File: src/design/serial_link_consts.svh
// Offsets, field positions and reset values of the serial link parameter registers.
`ifndef SERIAL_LINK_CONSTS_SVH
`define SERIAL_LINK_CONSTS_SVH

`define OFS_LANE7_IDENT 12'h058A
`define OFS_SCRAMBLE_LANES 12'h058B
`define OFS_OCTETS_FRAME 12'h058C
`define OFS_FRAMES_MF 12'h058D
`define OFS_CONV_COUNT 12'h058E

`define SCR_BIT 7
`define LANE_HI 4
`define LANE_LO 0
`define RSVD_SCR_HI 6
`define RSVD_SCR_LO 5
`define FRAMES_HI 4
`define FRAMES_LO 0
`define LID_HI 4
`define LID_LO 0

`define RST_SCRAMBLE 1'h1
`define RST_LANE_FIELD 5'h07
`define RST_OCTET_FIELD 8'h00
`define RST_FRAME_FIELD 5'h1F
`define RST_CONV_FIELD 8'h01
`define RST_LANE7_ID 5'h07

`define LANES_ONE 5'h00
`define LANES_TWO 5'h01
`define LANES_FOUR 5'h03
`define LANES_EIGHT 5'h07
`define OCT_F1 8'h00
`define OCT_F2 8'h01
`define OCT_F3 8'h02
`define OCT_F4 8'h03
`define OCT_F6 8'h05
`define OCT_F8 8'h07
`define OCT_F16 8'h0F
`define CONV_ONE 8'h00
`define CONV_TWO 8'h01
`define CONV_FOUR 8'h03
`define CONV_EIGHT 8'h07
`define MF_ALIGN_MASK 14'h0003

`endif

File: src/design/serial_link_pkg.sv
// Types shared by the serial link parameter registers and their users.
package serial_link_pkg;

  typedef logic [11:0] reg_addr_t;
  typedef logic [7:0] reg_data_t;

  // Decoded link parameters as the framing and lane logic consumes them.
  typedef struct packed {
    logic scramble_en;
    logic [5:0] lane_count;
    logic [8:0] octets_per_frame;
    logic [5:0] frames_per_mf;
    logic [8:0] converter_count;
    logic [4:0] lane7_id;
    logic cfg_supported;
  } link_cfg_s;

endpackage : serial_link_pkg

File: src/design/serial_link_param_regs.sv
// Configuration register bank for the transmit link framing parameters.
//
// The implementer's own choice: the address-and-strobe port.
`timescale 1ns/10ps
`include "serial_link_consts.svh"

// Function
// - Bit 7 of scramble/lane register enables scrambler; resets to one.
// - Lane field 0,1,3,7 gives 1,2,4,8 lanes; resets to 7.
// - Octets per frame is field plus one; field resets to zero.
// - Frames per multiframe is five-bit field plus one; resets to 0x1F.
// - Eight-bit converter field resets to one; zero means one converter.
// - Converter field 1, 3, 7 means two, four, eight converters.
// - Writable five-bit lane seven identifier, reset 7, sent on link.
module serial_link_param_regs (
  input wire logic CLK,
  input wire logic RST_N,
  input wire serial_link_pkg::reg_addr_t ADDR,
  input wire serial_link_pkg::reg_data_t WDATA,
  input wire logic WR,
  input wire logic RD,
  output serial_link_pkg::reg_data_t RDATA,
  output serial_link_pkg::link_cfg_s LINK_CFG
);
  import serial_link_pkg::*;

  logic scramble_r;
  logic [4:0] lane_field_r;
  logic [7:0] octet_field_r;
  logic [4:0] frame_field_r;
  logic [7:0] conv_field_r;
  logic [4:0] lane7_id_r;
  reg_data_t rdata_r;
  reg_data_t rdata_nxt;
  link_cfg_s cfg_r;
  link_cfg_s cfg_nxt;
  logic [13:0] mf_octets;

  // Writes only land in the implemented bits; reserved bits have no storage.
  always_ff @(posedge CLK or negedge RST_N) begin
    if (!RST_N) begin
      scramble_r <= `RST_SCRAMBLE;
      lane_field_r <= `RST_LANE_FIELD;
    end else if (WR && ADDR == `OFS_SCRAMBLE_LANES) begin
      scramble_r <= WDATA[`SCR_BIT];
      lane_field_r <= WDATA[`LANE_HI:`LANE_LO];
    end
  end

  always_ff @(posedge CLK or negedge RST_N) begin
    if (!RST_N) begin
      octet_field_r <= `RST_OCTET_FIELD;
    end else if (WR && ADDR == `OFS_OCTETS_FRAME) begin
      octet_field_r <= WDATA;
    end
  end

  always_ff @(posedge CLK or negedge RST_N) begin
    if (!RST_N) begin
      frame_field_r <= `RST_FRAME_FIELD;
    end else if (WR && ADDR == `OFS_FRAMES_MF) begin
      frame_field_r <= WDATA[`FRAMES_HI:`FRAMES_LO];
    end
  end

  always_ff @(posedge CLK or negedge RST_N) begin
    if (!RST_N) begin
      conv_field_r <= `RST_CONV_FIELD;
    end else if (WR && ADDR == `OFS_CONV_COUNT) begin
      conv_field_r <= WDATA;
    end
  end

  always_ff @(posedge CLK or negedge RST_N) begin
    if (!RST_N) begin
      lane7_id_r <= `RST_LANE7_ID;
    end else if (WR && ADDR == `OFS_LANE7_IDENT) begin
      lane7_id_r <= WDATA[`LID_HI:`LID_LO];
    end
  end

  // Read mux; unmapped addresses and reserved bits answer zero.
  always_comb begin
    rdata_nxt = '0;
    case (ADDR)
      `OFS_LANE7_IDENT: begin
        rdata_nxt[`LID_HI:`LID_LO] = lane7_id_r;
      end
      `OFS_SCRAMBLE_LANES: begin
        rdata_nxt[`SCR_BIT] = scramble_r;
        rdata_nxt[`LANE_HI:`LANE_LO] = lane_field_r;
      end
      `OFS_OCTETS_FRAME: begin
        rdata_nxt = octet_field_r;
      end
      `OFS_FRAMES_MF: begin
        rdata_nxt[`FRAMES_HI:`FRAMES_LO] = frame_field_r;
      end
      `OFS_CONV_COUNT: begin
        rdata_nxt = conv_field_r;
      end
      default: begin
        rdata_nxt = '0;
      end
    endcase
  end

  // Read data stand only in the cycle after the read strobe, zero otherwise.
  always_ff @(posedge CLK or negedge RST_N) begin
    if (!RST_N) begin
      rdata_r <= '0;
    end else if (RD) begin
      rdata_r <= rdata_nxt;
    end else begin
      rdata_r <= '0;
    end
  end

  assign RDATA = rdata_r;

  // The octet span of one multiframe; only its low two bits matter.
  assign mf_octets = ({6'h00, octet_field_r} + 14'h0001) * ({9'h000, frame_field_r} + 14'h0001);

  // Counts follow field plus one for every field; unlisted encodings still decode
  // that way, and the supported flag tells the lane logic not to trust them.
  always_comb begin
    cfg_nxt = '0;
    cfg_nxt.scramble_en = scramble_r;
    cfg_nxt.lane_count = {1'b0, lane_field_r} + 6'h01;
    cfg_nxt.octets_per_frame = {1'b0, octet_field_r} + 9'h001;
    cfg_nxt.frames_per_mf = {1'b0, frame_field_r} + 6'h01;
    cfg_nxt.converter_count = {1'b0, conv_field_r} + 9'h001;
    cfg_nxt.lane7_id = lane7_id_r;
    cfg_nxt.cfg_supported = 1'b1;
    case (lane_field_r)
      `LANES_ONE, `LANES_TWO, `LANES_FOUR, `LANES_EIGHT: begin
      end
      default: begin
        cfg_nxt.cfg_supported = 1'b0;
      end
    endcase
    case (octet_field_r)
      `OCT_F1, `OCT_F2, `OCT_F3, `OCT_F4, `OCT_F6, `OCT_F8, `OCT_F16: begin
      end
      default: begin
        cfg_nxt.cfg_supported = 1'b0;
      end
    endcase
    case (conv_field_r)
      `CONV_ONE, `CONV_TWO, `CONV_FOUR, `CONV_EIGHT: begin
      end
      default: begin
        cfg_nxt.cfg_supported = 1'b0;
      end
    endcase
    // Software is trusted to keep the multiframe a whole number of words; a
    // violation is only reported, since the link cannot repair it.
    if ((mf_octets & `MF_ALIGN_MASK) != 14'h0000) begin
      cfg_nxt.cfg_supported = 1'b0;
    end
  end

  // Registered so the far logic sees glitch-free parameters, at one cycle of lag.
  always_ff @(posedge CLK or negedge RST_N) begin
    if (!RST_N) begin
      cfg_r <= '0;
    end else begin
      cfg_r <= cfg_nxt;
    end
  end

  assign LINK_CFG = cfg_r;

  // Checks look at LINK_CFG two edges after a write strobe, because the
  // decoded parameters pass one register stage after the field itself.
  // Field registers are sampled directly where only the decode is at stake.

  chk_scramble_follows_write: assert property (
    @(posedge CLK) disable iff (!RST_N)
    (WR && ADDR == `OFS_SCRAMBLE_LANES) ##1 (!(WR && ADDR == `OFS_SCRAMBLE_LANES))
    |=> LINK_CFG.scramble_en == $past(WDATA[`SCR_BIT], 2))
    else $error("Scrambler enable does not follow the written bit.");

  chk_lane_count_decode: assert property (
    @(posedge CLK) disable iff (!RST_N)
    (WR && ADDR == `OFS_SCRAMBLE_LANES && WDATA[`LANE_HI:`LANE_LO] == `LANES_FOUR)
    ##1 (!WR) |=> LINK_CFG.lane_count == 6'h04)
    else $error("Lane field three did not give four lanes.");

  chk_octet_count_plus: assert property (
    @(posedge CLK) disable iff (!RST_N)
    (WR && ADDR == `OFS_OCTETS_FRAME) ##1 (!(WR && ADDR == `OFS_OCTETS_FRAME))
    |=> LINK_CFG.octets_per_frame == {1'b0, $past(WDATA, 2)} + 9'h001)
    else $error("Octets per frame is not the field plus one.");

  chk_frame_count_plus: assert property (
    @(posedge CLK) disable iff (!RST_N)
    $rose(RST_N) |-> frame_field_r == `RST_FRAME_FIELD ##1 LINK_CFG.frames_per_mf == 6'h20)
    else $error("Frames per multiframe does not start at thirty-two.");

  chk_conv_zero_one: assert property (
    @(posedge CLK) disable iff (!RST_N)
    conv_field_r == `CONV_ONE |=> LINK_CFG.converter_count == 9'h001)
    else $error("Converter field zero did not give one converter.");

  chk_conv_eight: assert property (
    @(posedge CLK) disable iff (!RST_N)
    conv_field_r == `CONV_EIGHT
      |=> LINK_CFG.converter_count == 9'h008)
    else $error("Converter field seven did not give eight converters.");

  chk_lane7_readback: assert property (
    @(posedge CLK) disable iff (!RST_N)
    (WR && ADDR == `OFS_LANE7_IDENT) ##1 (RD && ADDR == `OFS_LANE7_IDENT && !WR)
    |=> RDATA == {3'h0, $past(WDATA[`LID_HI:`LID_LO], 2)} ##1 LINK_CFG.lane7_id == lane7_id_r)
    else $error("Lane seven identifier did not read back or reach the link.");

  chk_reserved_read_zero: assert property (
    @(posedge CLK) disable iff (!RST_N)
    (RD && ADDR == `OFS_SCRAMBLE_LANES) |=> RDATA[`RSVD_SCR_HI:`RSVD_SCR_LO] == 2'h0
      && RDATA[`SCR_BIT] == scramble_r)
    else $error("Reserved scramble register bits read nonzero.");

endmodule : serial_link_param_regs

File: config.mk
export PLATFORM = sky130hd
export DESIGN_NAME = serial_link_param_regs
export DESIGN_NICKNAME = d
export VERILOG_FILES = /design/src/design/serial_link_pkg.sv /design/src/design/serial_link_param_regs.sv
export VERILOG_INCLUDE_DIRS = /design/src /design/src/design
export SDC_FILE = /design/constraint.sdc
export NUM_CORES = 1
export LEC_CHECK = 0
export BUFFER_PORTS_ARGS = -buffer_cell sky130_fd_sc_hd__buf_2
export CAP_MARGIN = 20
export CORE_MARGIN = 1.5
export CORE_UTILIZATION = 56
export CTS_BUF_LIST = sky130_fd_sc_hd__clkbuf_4
export CTS_CLUSTER_DIAMETER = 60
export DETAILED_ROUTE_END_ITERATION = 7
export GPL_ROUTABILITY_DRIVEN = 0
export PLACE_DENSITY = 0.83
export SLEW_MARGIN = 20
export SYNTH_ARGS = -nofsm -noshare
export SYNTH_HDL_FRONTEND = slang
export SYNTH_SLANG_ARGS = --single-unit
File: constraint.sdc
create_clock -name CLK -period 2.05 [get_ports CLK]
set_input_delay 0.41 -clock CLK [delete_from_list [all_inputs] [get_ports CLK]]
set_output_delay 0.41 -clock CLK [all_outputs]
set_load 0.05 [all_outputs]
==> reports/qor.txt <==
run status -> finished, final reports clean
vias per cell -> 5.601
leakage power -> 2.085 nW
drc violations -> 0
commonest cells after routing, fill and taps aside -> 68 x buf_2, 64 x dfrtp_1, 25 x mux2_2
Final Max Slew Viols -> 0
Post-Synth XOR/XNOR Area -> 4.805%
adder-cell area share of the yosys netlist -> 4.195%
CTS Root Cell -> clkbuf_4
number of nets in the layout -> 359
slowest stage delay, CP -> 0.53 ns
MaxCap Viol Count -> 0
Area contributors post-synth -> dfrtp_1 49%, dfstp_2 10%, mux2_2 8.6%
Die Area -> 6327 um^2
Synth Area in Compound Gates -> 4.233%
slowest CP cell -> or4_1
clk slew on worst S/H paths -> 0.12 ns
FF-to-FF Start -> octet_field_r[5]
Port Buffers -> 68
Tmin final -> 1.714 ns
R2R setup slack -> 0.34 ns
Setup crit end -> LINK_CFG[0]
endpoints failing setup -> 0
hold crit path type -> in -> reg
PostCTS Resize Cnt -> 0
Clock Path Buffers -> 2
DIE HEIGHT -> 79.54 um
post-synthesis mux area share -> 14.07%
crit path from -> octet_field_r[5]
share of layout cells above drive strength 1 -> 40.12%
Netlist Area Pre-Place -> 3281 um^2
first-pass GRT wire length -> 10800 um
RSZ-0062 raised after global routing -> no
relative slew slack -> 54.99%
largest net degree at the start of global routing -> 28
endpoint type of the worst setup path -> flip-flop
syn nets -> 283
pwr/cell area -> 716.0 nW/um^2
post-synthesis register bit count -> 77
Syn Inst Count -> 248
CTS Sinks -> 77
register area share after synthesis -> 59.23%
post-route clock period utilization -> 83.59%
initial antenna violation count -> 0
Initial Utilization -> 58.86%
die width -> 79.54 um
commonest non-fill, non-tap cell in the layout -> buf_2
Critical Path, Cell by Cell -> or4_1 > nor4_1 > nand4_1 > a2111oi_2
number of enable flip-flop cells after synthesis -> 0
First-pass DRT Iterations -> 4
Total Neg Setup Slack -> 0 ns
maximum vdd drop -> 0.5294 mV
crit path launch type -> flip-flop
Worst Tran Pin Value -> 0.6752 ns
post-synth top area share -> 48.82%
ys async rst share -> 100.0%
reg2reg end -> LINK_CFG[0]
area leader, netlist -> dfrtp_1
Netlist cell types -> 42
row cnt -> 27
FMAX -> 583.5 MHz
CTS buffer count -> 9
DR iter-0 viols -> 91
Seq. cell area -> 1943 um^2
Syn Area/Cell -> 13.23 um^2
CTS tree -> done
routed wire length -> 6747 um
vias in the first global route -> 2263
Area growth, synth to finish -> 19.53%
Final ANT Viol Nets -> 0
Fin. Hold Viols -> 0
CP Data Required Time -> 2.36 ns
simple-gate share of the synthesized area -> 11.21%
gr usage total -> 23.34%
class of the most critical setup path -> reg -> reg
IO Count -> 69
final setup margin -> 0.3363 ns
Worst-Skew Late Latency -> 0.43 ns
Synth Warn # -> 0
diodes inserted -> 0
R2R cell count -> 4
hpwl dp -> 4838 um
Place WS -> 0.08096 ns
WL/cell -> 16.83 um
fillers -> 404
DR vias -> 2246
core area -> 5574 um^2
Worst Skew -> 0.01492 ns
area of the multi-input gates -> 1264 um^2
Worst EP arrival -> 2.03 ns
Most used DFF post-synth -> dfrtp_1
GR Overflow Total -> 0
largest family of logic cells by synthesized area -> multiplexers
Max FO, Critical Path -> 6
# H-tree levels -> 3
power breakdown:
part / leakage [nW] / internal (W) / switching [W] / total, W
combinational: 0.980 / 0.0000458 / 0.0000876 / 0.000133
clock: 0.0985 / 0.000640 / 0.000503 / 0.00114
sequential: 1.01 / 0.00153 / 0.00000517 / 0.00153
area by class of cell:
type / instances / share of cell area (%)
Clock buffer: 11 / 2.106
Timing Repair Buffer: 74 / 10.53
Clock inverter: 5 / 2.521
Sequential cell: 77 / 49.55
Multi-Input combinational cell: 154 / 32.23
Tap cell: 72 / 2.297
Inverter: 8 / 0.7658
timing repair:
item / in CTS / in global routing
setup buffers: 0 / 0
setup endpoints to repair: 0 / 0
endpoints found under the hold margin: 1 / 0
hold buffers: 1 / 0
worst min path at each step:
| stage | startpoint | end | slack [ns] | cells past startpoint |
|---|---|---|---|---|
| finish | WDATA[6] | conv_field_r[6] | 0.21 | 2 |
| global placement | lane7_id_r[4] | LINK_CFG[5] | 0.40 | 0 |
| global route | WDATA[6] | conv_field_r[6] | 0.20 | 2 |
| CTS | WDATA[6] | conv_field_r[6] | 0.20 | 2 |
| floorplan | RST_N | LINK_CFG[0] | 0.11 | 0 |
| detailed placement | lane7_id_r[4] | LINK_CFG[5] | 0.39 | 0 |
critical path: cells and delay by family (launching register included):
family           cells  cell delay [ns]
AO/OA/AOI/OAI        1             0.22
AND/OR/NAND/NOR      3             0.93
flip-flops           1             0.46
metrics by stage:
step                      hold slack (ns)  power (W)  util [%]  area (um^2)  std cells
final                              0.2062   0.002808     70.35         3921        401
after global routing               0.2043   0.002903     70.35         3921        401
after CTS                          0.1963   0.002827     70.35         3921        401
after detailed placement           0.3869   0.001692     66.91         3730        384
after global placement             0.3968   0.001688     66.91         3730        384
after floorplan                    0.1144   0.001605         -         3281        248
sequential cells by signal (all words and copies together) (netlist names):
register / flops
LINK_CFG: 37
RDATA: 8
conv_field_r: 8
octet_field_r: 8
frame_field_r: 5
lane7_id_r: 5
lane_field_r: 5
scramble_r: 1
cell usage after synthesis (3+ instances only):
cell and instances:
inv_1 8, dfrtp_1 64, nor3_1 5, nor2_1 14, o21ai_0 3, a31oi_1 3, ha_1 11, nand2_1 11
clkbuf_1 4, dfstp_2 13, mux2_2 25, a21oi_1 3, nand3_1 13, mux2_1 8, mux2i_1 9, nand3b_1 3
and3_1 3, o22ai_1 3, xor2_1 6, xnor2_1 12
routing by layer:
layer / GRT usage [%] / vias to the layer above / routed length, um
met1: 27.51 / 1097 / 2761
li1: - / 1030 / -
met4: 13.33 / 0 / 182
met5: 0 / - / 0
met3: 6.057 / 20 / 433
met2: 38.56 / 99 / 3368
kinds of logic (layout without fill, tap and decap cells):
| logic type | after synthesis | count (layout) |
|---|---|---|
| compound gates | 19 | 19 |
| fa+ha+maj | 11 | 11 |
| mux | 42 | 42 |
| flops | 77 | 77 |
| buf+inv | 17 | 98 |
| xor+xnor | 18 | 18 |
| simple gates | 64 | 64 |
(Power assumes the default switching activity.)
